==> config.mk <==
export PLATFORM = sky130hd
export DESIGN_NAME = adt_top
export DESIGN_NICKNAME = d
export VERILOG_FILES = /design/src/hdl/adt_pkg.sv /design/src/hdl/adt_calc_if.sv /design/src/hdl/adt_calc.sv /design/src/hdl/adt_top.sv
export VERILOG_INCLUDE_DIRS = /design/src /design/src/hdl
export SDC_FILE = /design/constraint.sdc
export NUM_CORES = 1
export LEC_CHECK = 0
export BUFFER_PORTS_ARGS = -buffer_cell sky130_fd_sc_hd__buf_2
export CAP_MARGIN = 20
export CORE_ASPECT_RATIO = 0.9
export CORE_MARGIN = 2
export CORE_UTILIZATION = 51
export DETAILED_ROUTE_END_ITERATION = 7
export GPL_TIMING_DRIVEN = 1
export PLACE_DENSITY = 0.71
export SETUP_SLACK_MARGIN = 0.05
export SYNTH_ARGS = -nofsm -noshare
export SYNTH_HDL_FRONTEND = slang
export SYNTH_SLANG_ARGS = --single-unit
==> constraint.sdc <==
create_clock -name clk_i -period 9.2 [get_ports clk_i]
set_input_delay 0 -clock clk_i [delete_from_list [all_inputs] [get_ports clk_i]]
set_output_delay 0 -clock clk_i [all_outputs]
set_load 0.03 [all_outputs]
==> src/hdl/adt_regs.svh <==
// Purpose: register offsets, field positions, reset values for the dead-time block
// Assumes: 32-bit axi4-lite, one aligned word per register
// Notes: included by bare name
`ifndef ADT_REGS_SVH
`define ADT_REGS_SVH
`define ADT_OFF_CTRL    8'h00
`define ADT_OFF_POS     8'h04
`define ADT_OFF_NEG     8'h08
`define ADT_OFF_PER     8'h0C
`define ADT_OFF_DV1     8'h10
`define ADT_OFF_DV2     8'h14
`define ADT_OFF_DB1     8'h18
`define ADT_OFF_DB2     8'h1C
`define ADT_OFF_STAT    8'h20
`define ADT_OFF_EVT     8'h24
`define ADT_OFF_CNT     8'h28
// control field positions
`define ADT_CTL_EN      0
`define ADT_CTL_SAME    1
`define ADT_CTL_BUF1    2
`define ADT_CTL_BUF2    3
`define ADT_CTL_MODE_LO 4
`define ADT_CTL_MODE_HI 5
`define ADT_CTL_DOWN    6
`define ADT_CTL_RUN     7
// event write bits
`define ADT_EVT_CLEAR   0
// status field positions
`define ADT_ST_ERR      0
`define ADT_ST_PROT     1
`define ADT_ST_HALF     2
`define ADT_ST_DIR      3
`define ADT_PER_RST     16'hFFFF
`define ADT_RESP_OKAY   2'h0
`define ADT_RESP_SLVERR 2'h2
`endif

==> src/hdl/adt_pkg.sv <==
// Purpose: shared types for the dead-time compare block
// Assumes: nothing beyond the register header
// Notes: modes are a two-bit field of the control register
`default_nettype none
package adt_pkg;
	typedef enum logic [1:0]
	{
		ADT_MODE_SAW_ONESHOT = 2'h0,
		ADT_MODE_TRI1        = 2'h1,
		ADT_MODE_TRI2        = 2'h2,
		ADT_MODE_TRI3        = 2'h3
	} adt_mode_t;
endpackage : adt_pkg
`default_nettype wire

==> src/hdl/adt_calc_if.sv <==
// Purpose: carries calculator inputs and results between block modules
// Assumes: single clock domain
// Notes: pure combinational path
`default_nettype none
interface adt_calc_if #(parameter int W = 16);
	logic [W-1:0] pos;
	logic [W-1:0] per;
	logic [W-1:0] dv1;
	logic [W-1:0] dv2;
	logic         tri_mode;
	logic         down;
	logic         second;
	logic [W-1:0] neg;
	logic [W-1:0] pos_adj;
	logic         err;
	logic         prot;
	modport src (output pos, per, dv1, dv2, tri_mode, down, second,
		input neg, pos_adj, err, prot);
	modport calc (input pos, per, dv1, dv2, tri_mode, down, second,
		output neg, pos_adj, err, prot);
endinterface : adt_calc_if
`default_nettype wire

==> src/hdl/adt_calc.sv <==
// Purpose: negative compare value and dead-time error adjustment
// Assumes: dead times already resolved for same-dead-time select
// Notes: combinational; widened arithmetic avoids wrap
`default_nettype none
module adt_calc #(parameter int W = 16)
(
	adt_calc_if.calc c // calculator port
);
	logic [W:0] pos_w;
	logic [W:0] per_w;
	logic [W:0] d1_w;
	logic [W:0] d2_w;
	logic [W:0] dv_w;
	always_comb
	begin
		pos_w = {1'b0, c.pos};
		per_w = {1'b0, c.per};
		d1_w = {1'b0, c.dv1};
		d2_w = {1'b0, c.dv2};
		dv_w = c.second ? d2_w : d1_w;
		c.err = 1'b0;
		c.prot = 1'b0;
		c.pos_adj = c.pos;
		c.neg = c.pos;
		// triangle: protection holds level for pos 0 or pos >= period
		if (c.tri_mode && (pos_w == '0 || pos_w >= per_w))
			c.prot = 1'b1;
		if (c.tri_mode && pos_w >= per_w + dv_w)
		begin
			c.neg = W'(per_w - 1'b1);
			c.err = 1'b1;
		end
		else if (c.tri_mode && !c.second && pos_w <= d1_w)
		begin
			c.err = 1'b1;
			c.pos_adj = W'(d1_w + 1'b1);
			c.neg = W'(1);
		end
		else if ((c.tri_mode || c.down) && c.second && pos_w < d2_w)
		begin
			c.err = 1'b1;
			c.pos_adj = c.dv2;
			c.neg = '0;
		end
		else if (!c.tri_mode && !c.down && !c.second && pos_w < d1_w)
		begin
			c.err = 1'b1;
			c.pos_adj = c.dv1;
			c.neg = '0;
		end
		else if (!c.tri_mode && (c.down != c.second) && pos_w + dv_w > per_w)
		begin
			c.err = 1'b1;
			c.pos_adj = W'(per_w - dv_w);
			c.neg = c.per;
		end
		else if (!c.tri_mode && !c.down && c.second)
			c.neg = W'(pos_w + d2_w);
		else if (!c.tri_mode && c.down && !c.second)
			c.neg = W'(pos_w + d1_w);
		else
			c.neg = W'(pos_w - dv_w);
		// saw one-shot: out-of-order points not corrected further
	end
endmodule : adt_calc
`default_nettype wire

==> src/hdl/adt_top.sv <==
// Purpose: automatic dead-time compare logic of one pwm timer channel
// Assumes: axi4-lite slave, one clock, software keeps its own limits
// Notes: the timer counter runs inside this block to make cycle ends
`default_nettype none
`include "adt_regs.svh"
module adt_top
	import adt_pkg::*;
#(
	parameter int W = 16
)
(
	input  wire logic         clk_i,     // 200 mhz clock
	input  wire logic         rst_n_i,   // synchronous reset, low
	input  wire logic [7:0]   awaddr_i,  // write address
	input  wire logic         awvalid_i, // write address valid
	output logic              awready_o, // write address ready
	input  wire logic [31:0]  wdata_i,   // write data
	input  wire logic [3:0]   wstrb_i,   // byte strobes
	input  wire logic         wvalid_i,  // write data valid
	output logic              wready_o,  // write data ready
	output logic [1:0]        bresp_o,   // write response
	output logic              bvalid_o,  // write response valid
	input  wire logic         bready_i,  // write response ready
	input  wire logic [7:0]   araddr_i,  // read address
	input  wire logic         arvalid_i, // read address valid
	output logic              arready_o, // read address ready
	output logic [31:0]       rdata_o,   // read data
	output logic [1:0]        rresp_o,   // read response
	output logic              rvalid_o,  // read valid
	input  wire logic         rready_i,  // read ready
	output logic              pos_out_o, // positive waveform
	output logic              neg_out_o  // negative waveform
);
	////////////////////////////////////////////////////////////////////////
	typedef struct packed {
		logic         aw_got;
		logic         w_got;
		logic [7:0]   aw;
		logic [31:0]  wd;
		logic [3:0]   ws;
		logic         bv;
		logic [1:0]   br;
		logic         rv;
		logic [31:0]  rd;
		logic [1:0]   rr;
		logic [7:0]   ctl;
		logic [W-1:0] pos;
		logic [W-1:0] neg;
		logic [W-1:0] per;
		logic [W-1:0] dv1;
		logic [W-1:0] dv2;
		logic [W-1:0] db1;
		logic [W-1:0] db2;
		logic [W-1:0] cnt;
		logic         dn;
		logic         err;
		logic         prot;
		logic [W-1:0] padj;
		logic         po;
		logic         no;
	} adt_state_t;

	adt_state_t s_q;
	adt_state_t s_d;
	adt_calc_if #(.W(W)) cif ();

	adt_calc #(.W(W)) u_calc (.c(cif));

	logic      en;
	logic      tri_m;
	logic      half2;
	logic      cyc_end;
	adt_mode_t mode;

	////////////////////////////////////////////////////////////////////////
	// calculator feed
	always_comb
	begin
		mode = adt_mode_t'(s_q.ctl[`ADT_CTL_MODE_HI:`ADT_CTL_MODE_LO]);
		en = s_q.ctl[`ADT_CTL_EN];
		tri_m = (mode != ADT_MODE_SAW_ONESHOT);
		// triangle: down-count is second half; saw: past pos is second half
		half2 = tri_m ? s_q.dn : (s_q.cnt >= s_q.pos);
		cif.pos = s_q.pos;
		cif.per = s_q.per;
		cif.dv1 = s_q.dv1;
		cif.dv2 = s_q.ctl[`ADT_CTL_SAME] ? s_q.dv1 : s_q.dv2;
		cif.tri_mode = tri_m;
		cif.down = tri_m ? s_q.dn : s_q.ctl[`ADT_CTL_DOWN];
		cif.second = half2;
	end

	////////////////////////////////////////////////////////////////////////
	// next-state logic: bus slave, counter, buffers, outputs
	always_comb
	begin
		s_d = s_q;
		cyc_end = 1'b0;
		// counter and cycle end detection
		if (s_q.ctl[`ADT_CTL_RUN])
		begin
			if (tri_m)
			begin
				if (!s_q.dn && s_q.cnt >= s_q.per)
				begin
					s_d.dn = 1'b1;
					s_d.cnt = W'(s_q.cnt - 1'b1);
				end
				else if (s_q.dn && s_q.cnt == '0)
				begin
					s_d.dn = 1'b0;
					s_d.cnt = W'(1);
					cyc_end = 1'b1; // trough
				end
				else
					s_d.cnt = s_q.dn ? W'(s_q.cnt - 1'b1) : W'(s_q.cnt + 1'b1);
			end
			else if (!s_q.ctl[`ADT_CTL_DOWN])
			begin
				cyc_end = (s_q.cnt >= s_q.per); // overflow
				s_d.cnt = cyc_end ? '0 : W'(s_q.cnt + 1'b1);
			end
			else
			begin
				cyc_end = (s_q.cnt == '0); // underflow
				s_d.cnt = cyc_end ? s_q.per : W'(s_q.cnt - 1'b1);
			end
		end
		if (cyc_end && s_q.ctl[`ADT_CTL_BUF1])
			s_d.dv1 = s_q.db1;
		if (cyc_end && s_q.ctl[`ADT_CTL_BUF2])
			s_d.dv2 = s_q.db2;
		// registered one count clock after any input changes
		if (en)
		begin
			s_d.neg = cif.neg;
			s_d.err = cif.err;
			s_d.padj = cif.err ? cif.pos_adj : s_q.pos;
			s_d.prot = cif.prot;
		end
		else
		begin
			s_d.err = 1'b0;
			s_d.prot = 1'b0;
			s_d.padj = s_q.pos;
		end
		// outputs; protection freezes levels in triangle modes
		if (!s_q.prot)
		begin
			s_d.po = (s_q.cnt >= s_q.padj);
			s_d.no = en ? (s_q.cnt < s_q.neg) : !(s_q.cnt >= s_q.padj);
		end
		// write channel: address and data in either order
		if (awvalid_i && !s_q.aw_got && !s_q.bv)
		begin
			s_d.aw_got = 1'b1;
			s_d.aw = awaddr_i;
		end
		if (wvalid_i && !s_q.w_got && !s_q.bv)
		begin
			s_d.w_got = 1'b1;
			s_d.wd = wdata_i;
			s_d.ws = wstrb_i;
		end
		if (s_q.aw_got && s_q.w_got)
		begin
			s_d.aw_got = 1'b0;
			s_d.w_got = 1'b0;
			s_d.bv = 1'b1;
			s_d.br = `ADT_RESP_OKAY;
			case (s_q.aw)
				`ADT_OFF_CTRL: if (s_q.ws[0]) s_d.ctl = s_q.wd[7:0];
				`ADT_OFF_POS:  s_d.pos = W'(s_q.wd);
				// ignored while enabled: software is barred from it
				`ADT_OFF_NEG:  if (!en) s_d.neg = W'(s_q.wd);
				`ADT_OFF_PER:  s_d.per = W'(s_q.wd);
				`ADT_OFF_DV1:  s_d.dv1 = W'(s_q.wd);
				`ADT_OFF_DV2:  s_d.dv2 = W'(s_q.wd);
				`ADT_OFF_DB1:  s_d.db1 = W'(s_q.wd);
				`ADT_OFF_DB2:  s_d.db2 = W'(s_q.wd);
				`ADT_OFF_EVT:
				begin
					if (s_q.wd[`ADT_EVT_CLEAR])
					begin
						s_d.cnt = '0; // clear
						s_d.dn = 1'b0;
						if (s_q.ctl[`ADT_CTL_BUF1]) s_d.dv1 = s_q.db1;
						if (s_q.ctl[`ADT_CTL_BUF2]) s_d.dv2 = s_q.db2;
					end
				end
				`ADT_OFF_STAT, `ADT_OFF_CNT: s_d.br = `ADT_RESP_OKAY;
				default: s_d.br = `ADT_RESP_SLVERR;
			endcase
		end
		if (s_q.bv && bready_i)
			s_d.bv = 1'b0;
		// read channel
		if (arvalid_i && !s_q.rv)
		begin
			s_d.rv = 1'b1;
			s_d.rr = `ADT_RESP_OKAY;
			s_d.rd = '0;
			case (araddr_i)
				`ADT_OFF_CTRL: s_d.rd = 32'(s_q.ctl);
				`ADT_OFF_POS:  s_d.rd = 32'(s_q.pos);
				`ADT_OFF_NEG:  s_d.rd = 32'(s_q.neg);
				`ADT_OFF_PER:  s_d.rd = 32'(s_q.per);
				`ADT_OFF_DV1:  s_d.rd = 32'(s_q.dv1);
				`ADT_OFF_DV2:  s_d.rd = 32'(s_q.dv2);
				`ADT_OFF_DB1:  s_d.rd = 32'(s_q.db1);
				`ADT_OFF_DB2:  s_d.rd = 32'(s_q.db2);
				`ADT_OFF_STAT: s_d.rd = 32'({s_q.dn, half2, s_q.prot, s_q.err});
				`ADT_OFF_EVT:  s_d.rd = '0;
				`ADT_OFF_CNT:  s_d.rd = 32'(s_q.cnt);
				default:       s_d.rr = `ADT_RESP_SLVERR;
			endcase
		end
		else if (s_q.rv && rready_i)
			s_d.rv = 1'b0;
	end

	////////////////////////////////////////////////////////////////////////
	// state register
	always_ff @(posedge clk_i)
	begin
		if (!rst_n_i)
		begin
			s_q <= '0;
			s_q.per <= W'(`ADT_PER_RST);
		end
		else
			s_q <= s_d;
	end

	////////////////////////////////////////////////////////////////////////
	// outputs straight from the state register
	assign awready_o = !s_q.aw_got && !s_q.bv;
	assign wready_o = !s_q.w_got && !s_q.bv;
	assign bvalid_o = s_q.bv;
	assign bresp_o = s_q.br;
	assign arready_o = !s_q.rv;
	assign rvalid_o = s_q.rv;
	assign rdata_o = s_q.rd;
	assign rresp_o = s_q.rr;
	assign pos_out_o = s_q.po;
	assign neg_out_o = s_q.no;
endmodule : adt_top
`default_nettype wire

==> run_results.csv, run 1 <==
group,metric,value,unit
run_status,status,"finished, final reports clean",
sta,fin_crit,7.85,ns
die,ios,102,
route,drt_iter0_drc,2621,
cts,cts_buffers,24,
sta,skew,0.0233,ns
cts,htreeDepth,1,
route,wl_met3,7720,um
power,p_leak,9.83,nW
placed_design,pre_cts_slack,1.55,ns
logic_synthesis,ys_seq_area_share,21.0,%
grt,grt.overflow.total,0,
cts,cts-root-buf,"clkbuf_16",
logic_synthesis,ys_seq_elements,204,
logic_synthesis,synthTopCellsByArea,"dfxtp_1 (21%), ha_1 (14%), mux2i_1 (5.9%), nand2_1 (5.6%), a21oi_1 (3.2%)",
run,cap_violations,0,
sta,hold_viol,0,
die,die_y,189,um
worst_hold_path,hp-class,"primary input to flip-flop",
cts,clkSinkCount,204,
route,wire_per_inst,24.4,um
worst_hold_path,hold_end,"s_q[200]",
logic_synthesis,synth_edf_count,0,
sta,max_freq,127,MHz
placed_design,portBuffers,64,
route,vias,19900,
sta,fin_tns_setup,0,ns
grt,antenna_found_initial,0,
cts,clockBufferDepth,3,
setup_path,cpMostUsedCell,"o21ai_0",
setup_path,timing.rr.start,"s_q[21]",
logic_synthesis,avgSynthCellArea,7.85,um^2
layout,final_nets,2779,
route,wl,73500,um
setup_path,startpoint_type,"flip-flop",
layout,n_antenna_cell,0,
logic_synthesis,netlist_instances,2478,
sta,relSlewSlack,23.6,%
route,highest_layer,"met4",
setup_path,cpPeakStageDelay,0.59,ns
setup_path,crit_fanout,58,
placed_design,dp_hpwl,54600,um
cts,ctsResizeCount,0,
setup_path,crit_slowest_cell,"dfxtp_1",
setup_path,cp.required,9.61,ns
die,die_w,210,um
layout,drive_gt1_share,9.67,%
route,dr.pass1.iters,6,
sta,tightest_slew,1.14,ns
die,rows,67,
die,core-area,37400,um^2
power,vdd_drop_max,141,uV
logic_synthesis,yosys_warnings,0,
sta,finalSetupViolations,0,
cts,clk_latency,0.54,ns
logic_synthesis,syn_area,19400,um^2
setup_path,r2r_slack,1.35,ns
setup_path,r2r_end,"s_q[2]",
logic_synthesis,netlist_top_cells_count,"nand2_1 (288), ha_1 (210), dfxtp_1 (204)",
logic_synthesis,synth_ff_type,"dfxtp_1",
grt,grt_pass1_vias,18600,
sta,fin_crit_sh,85.3,%
die,start_util,52.0,%
setup_path,arrival,8.26,ns
cts,path_clk_slew,0.07,ns
logic_synthesis,synth_area_leader_cell,"dfxtp_1",
layout,synthToLayoutAreaGrowth,9.40,%
power,p_per_area,100,nW/um^2
setup_path,crit_start,"s_q[21]",
logic_synthesis,yosysUniqueCellTypes,108,
setup_path,ff2ff_path_depth,31,
grt,grt_pass1_wl,111000,um
sta,finalWorstSetupSlack,1.35,ns
sta,drv_slew,0,
logic_synthesis,synth_top_area_share,21.0,%
logic_synthesis,synth_most_common_cell,"nand2_1",
route,dr_wl_met2,31900,um
setup_path,end_kind,"flip-flop",
cts,cts_tree,"built",
placed_design,place_congestion,0.998,
grt,grt_start_max_net_pins,84,
route,vias_per_cell,6.62,
sta,rsz0062_at_grt,"no",
worst_hold_path,hold_path_depth,4,
worst_hold_path,min_from,"wvalid_i",
route,wl_met1,30400,um
setup_path,path_class,"flip-flop to flip-flop",
route,post-route-drc-count,0,
route,ant_nets,0,
die,dieArea,39700,um^2
grt,grt_usage,36.0,%
logic_synthesis,synthArstFlopShare,0,%
[report_power, final]
group,leakage (nW),internal (W),switching (W)
Combinational,7.78,0.0000831,0.000126
Sequential,1.65,0.000894,0.0000241
Clock,0.407,0.000591,0.000412
Total,9.83,0.00157,0.000563
[cell families (layout without fill, tap and decap cells)]
| kind of cell | count (synthesis) | count (layout) | share of synthesized area [%] |
|---|---|---|---|
| simple gates | 778 | 778 | 19.5 |
| compound gates | 731 | 731 | 26.7 |
| buf+inv | 322 | 351 | 7.47 |
| fa+ha+maj | 214 | 214 | 13.9 |
| flops | 204 | 204 | 21.0 |
| mux | 135 | 135 | 7.21 |
| xor+xnor | 93 | 93 | 4.19 |
| other cells | 1 | 18 | 0.0193 |
[registers in the layout (all words and copies together) (netlist names), 2 cells and up]
register / count
s_q: 131
cif.per: 16
rdata_o: 16
cif.dv1: 16
cif.pos: 16
mode: 2
[final cells by class]
type / instances / area [um^2]
fillers: 3429 / 16100
multi-input cells: 1969 / 14000
flip-flops and latches: 204 / 4080
repair buffers: 172 / 1260
clock buffers: 30 / 653
well taps: 483 / 604
inverters: 135 / 507
clock inverters: 14 / 170
[worst max-delay path, delay by kind of cell, from the launching register on]
family | cells | cell delay (ns)
XOR/XNOR | 1 | 0.16
AO/OA/AOI/OAI | 18 | 3.88
adder cells (fa/ha/maj) | 3 | 1.00
AND/OR/NAND/NOR | 5 | 0.81
buffers and inverters | 4 | 1.25
flip-flops | 1 | 0.59
[what timing repair did]
action,4_1_cts,5_1_grt
buffers inserted,0,0
hold buffers,42,0
hold endpoints to repair,35,0
setup endpoints to repair,0,0
[per-layer routing]
metal  vias up  global-route usage, %
met5         -                      0
met4         0                   15.2
met3       184                   5.09
met2      1174                   57.4
met1      9482                   48.9
li1       9052                      -
[worst max path at each step]
stage,to,slack (ns),cells after the start
after detailed placement,s_q[2],1.55,31
after global routing,s_q[10],0.92,30
after CTS,s_q[2],1.51,31
after floorplan,s_q[12],2.61,33
after global placement,s_q[2],1.66,31
final,s_q[2],1.35,31
[placed cells by master (no fill, tap or decap), types with 8 or more instances in the layout]
| master | n |
|---|---|
| nand2_1 | 288 |
| ha_1 | 210 |
| dfxtp_1 | 204 |
| nor2_1 | 156 |
| inv_1 | 133 |
| a21oi_1 | 126 |
| o21ai_0 | 119 |
| mux2i_1 | 115 |
| xnor2_1 | 64 |
| a22oi_1 | 63 |
| buf_2 | 63 |
| buf_4 | 63 |
| nor2b_1 | 62 |
| a21boi_0 | 61 |
| nand3_1 | 55 |
| nor3_1 | 55 |
| a21o_1 | 51 |
| o221ai_1 | 43 |
| dlygate4sd3_1 | 42 |
| o211ai_1 | 41 |
| nand4_1 | 34 |
| xor2_1 | 29 |
| nand2b_1 | 27 |
| and3_1 | 26 |
| a211oi_1 | 25 |
| clkbuf_16 | 24 |
| o21ai_1 | 20 |
| a221oi_1 | 19 |
| conb_1 | 18 |
| mux2_2 | 16 |
| o21a_1 | 16 |
| and2_1 | 15 |
| a31oi_1 | 15 |
| a22o_1 | 13 |
| o21bai_1 | 11 |
| o211a_1 | 8 |
| nor4_1 | 8 |
| o22ai_1 | 8 |
| a221o_1 | 8 |
| o41ai_1 | 8 |
[through the flow]
step	cell area [um^2]	cells	hold slack (ns)	utilization [%]	total power, W
finish	21300	3007	0.167	56.9	0.00213
global placement	20000	2914	0.235	53.4	0.00112
global route	21300	3007	0.225	56.9	0.00219
CTS	21200	3004	0.166	56.8	0.00213
detailed placement	20000	2918	0.249	53.5	0.00112
floorplan	19500	2495	0.138	-	0.00107
Power figures use the tool's default switching activity.
==> run 2, diff against run 1 <==
--- a/config.mk
+++ b/config.mk
@@ -13,6 +13,7 @@
 export CORE_UTILIZATION = 51
 export DETAILED_ROUTE_END_ITERATION = 7
 export GPL_TIMING_DRIVEN = 1
+export MAX_ROUTING_LAYER = met4
 export PLACE_DENSITY = 0.71
 export SETUP_SLACK_MARGIN = 0.05
 export SYNTH_ARGS = -nofsm -noshare
==> run_results.csv, run 2 (synthesized netlist as in run 1, its figures left out) <==
group,metric,value,unit
run_status,status,"finished, final reports clean",
worst_hold_path,hp-class,"primary input to flip-flop",
grt,grtUsageMet1,49.2,%
route,drt_iter0_drc,2587,
cts,clk_latency,0.56,ns
sta,tightest_slew,1.01,ns
power,clkPwrFrac,49.3,%
die,rows,67,
die,ios,102,
route,vias,19900,
power,combPwrFrac,9.5,%
setup_path,cpPeakStageDelay,0.56,ns
cts,postCtsSetupBuffers,0,
grt,antenna_found_initial,2,
setup_path,r2r_slack,1.31,ns
layout,layout.cells.most_common,"nand2_1",
setup_path,crit_family,"compound AO/OA/AOI/OAI gates",
run,cap_violations,0,
sta,relSlewSlack,32.3,%
power,vdd_drop_max,135,uV
power,p_per_area,104,nW/um^2
setup_path,ff2ff_path_depth,32,
setup_path,cp_num_buf_inv,2,
power,power.internal,0.00164,W
route,vias_per_cell,6.58,
setup_path,arrival,8.35,ns
setup_path,cp.depth,32,
sta,drv_slew,0,
layout,largest_reg_flops,131,
sta,fin_tns_setup,0,ns
power,sw_frac_of_total,26.3,%
layout,drive_gt1_share,9.84,%
grt,grt_use_met2,58.2,%
cts,cts_buffers,25,
setup_path,path_class,"flip-flop to flip-flop",
die,core-area,37400,um^2
setup_path,endpoint,"s_q[117]",
route,dr.pass1.iters,6,
power,pwr-share-seq,41.3,%
sta,rsz0062_at_grt,"no",
route,wl,75500,um
die,start_util,52.0,%
sta,fin_crit_sh,85.7,%
placed_design,dp_hpwl,55400,um
sta,hold_viol,0,
setup_path,r2r_end,"s_q[117]",
cts,cts_tree,"built",
grt,grt_pass1_wl,113000,um
setup_path,crit_fanout,58,
die,die_y,189,um
layout,top_register,"s_q",
route,post-route-drc-count,0,
setup_path,crit_start,"s_q[21]",
cts,clockBufferDepth,3,
setup_path,timing.rr.start,"s_q[21]",
sta,fin_crit,7.89,ns
grt,grt_usage,38.2,%
sta,skew,0.0309,ns
power,power,0.00223,W
grt,grt_pass1_vias,19000,
setup_path,cpMostUsedCell,"a21o_1",
layout,final_nets,2785,
layout,num-fill-cells,3390,
placed_design,place_congestion,0.994,
die,dieArea,39700,um^2
layout,final_cell_mix,"nand2_1 (288), ha_1 (210), dfxtp_1 (204), nor2_1 (156), inv_1 (133)",
die,die_w,210,um
cts,path_clk_slew,0.06,ns
power,p_switching,0.000586,W
layout,synthToLayoutAreaGrowth,9.95,%
placed_design,portBuffers,64,
sta,max_freq,127,MHz
grt,grt_busiest_layer,"met2",
grt,grt_start_max_net_pins,97,
setup_path,end_kind,"flip-flop",
route,wire_per_inst,25.0,um
route,ant_nets,0,
cts,clkSinkCount,204,
power,p_leak,9.88,nW
grt,grtUsageMet3,7.13,%
grt,grt.overflow.total,0,
setup_path,crit_slowest_cell,"dfxtp_1",
cts,htreeDepth,1,
setup_path,startpoint_type,"flip-flop",
cts,cts-root-buf,"clkbuf_16",
sta,finalSetupViolations,0,
setup_path,cp.required,9.66,ns
[run 2: changes by cell type in the layout (fill, tap and decap cells not counted), sizes merged]
cell         before  now
bufinv            3    4
buf             130  134
dlygate4sd3      42   43
clkinvlp          1    2
clkbuf           30   35
diode             0    4
inv             135  136
clkinv           10    4
[run 2: area by class of cell]
type                            instances  area [um^2]  share of cell area (%)
Antenna cell                            4         10.0                  0.0468
Clock buffer                           35          723                    3.38
Clock inverter                         11          171                   0.802
Inverter                              135          507                    2.37
Multi-Input combinational cell       1969        14000                    65.4
Sequential cell                       204         4080                    19.1
Tap cell                              483          604                    2.83
Timing Repair Buffer                  177         1290                    6.02
[run 2: worst reg2reg max path: cells and delay by family (launching register included)]
kind            cells  cell delay [ns]
xor+xnor            1             0.17
simple gates        8             1.76
flops               1             0.56
compound gates     17             3.12
mux                 1             0.44
buf+inv             2             0.78
fa+ha+maj           3             0.97
[run 2: repair_timing]
action,CTS,global route
resized for setup,0,0
hold buffers,43,0
endpoints found under the hold margin,72,0
[run 2: metrics by stage]
| stage | cell area, um^2 | hold slack (ns) | instances | utilization (%) | worst slack, ns |
|---|---|---|---|---|---|
| finish | 21400 | 0.179 | 3018 | 57.2 | 1.31 |
| global route | 21400 | 0.207 | 3016 | 57.2 | 0.928 |
| CTS | 21400 | 0.150 | 3013 | 57.1 | 1.46 |
| detailed placement | 20000 | 0.263 | 2924 | 53.6 | 1.51 |
| global placement | 20000 | 0.234 | 2921 | 53.5 | 1.61 |
| floorplan | 19500 | 0.138 | 2495 | - | 2.61 |
[run 2: routing by layer]
metal	routed length, um	part of all wire, %	up-vias
met5	0	0	-
met4	3900	5.2	0
met3	8670	11	224
met2	32400	43	1270
met1	30500	40	9316
li1	-	-	9054
[run 2: worst min-delay path by stage]
stage | start | end | slack (ns) | depth (start not counted)
4_1_cts | wvalid_i | s_q[214] | 0.15 | 4
6_report | wvalid_i | s_q[214] | 0.18 | 4
2_1_floorplan | arvalid_i | rvalid_o | 0.14 | 1
3_5_place_dp | awaddr_i[7] | s_q[238] | 0.26 | 3
5_1_grt | wvalid_i | s_q[212] | 0.21 | 4
3_3_place_gp | arvalid_i | rvalid_o | 0.23 | 2
[run 2: power groups by stage]
| stage | clock (W) | sequential, W | combinational, W |
|---|---|---|---|
| finish | 0.00110 | 0.000918 | 0.000211 |
| global route | 0.00113 | 0.000919 | 0.000229 |
| CTS | 0.00109 | 0.000916 | 0.000205 |
| detailed placement | 0 | 0.000936 | 0.000188 |
| global placement | 0 | 0.000935 | 0.000185 |
| floorplan | 0 | 0.000920 | 0.000154 |
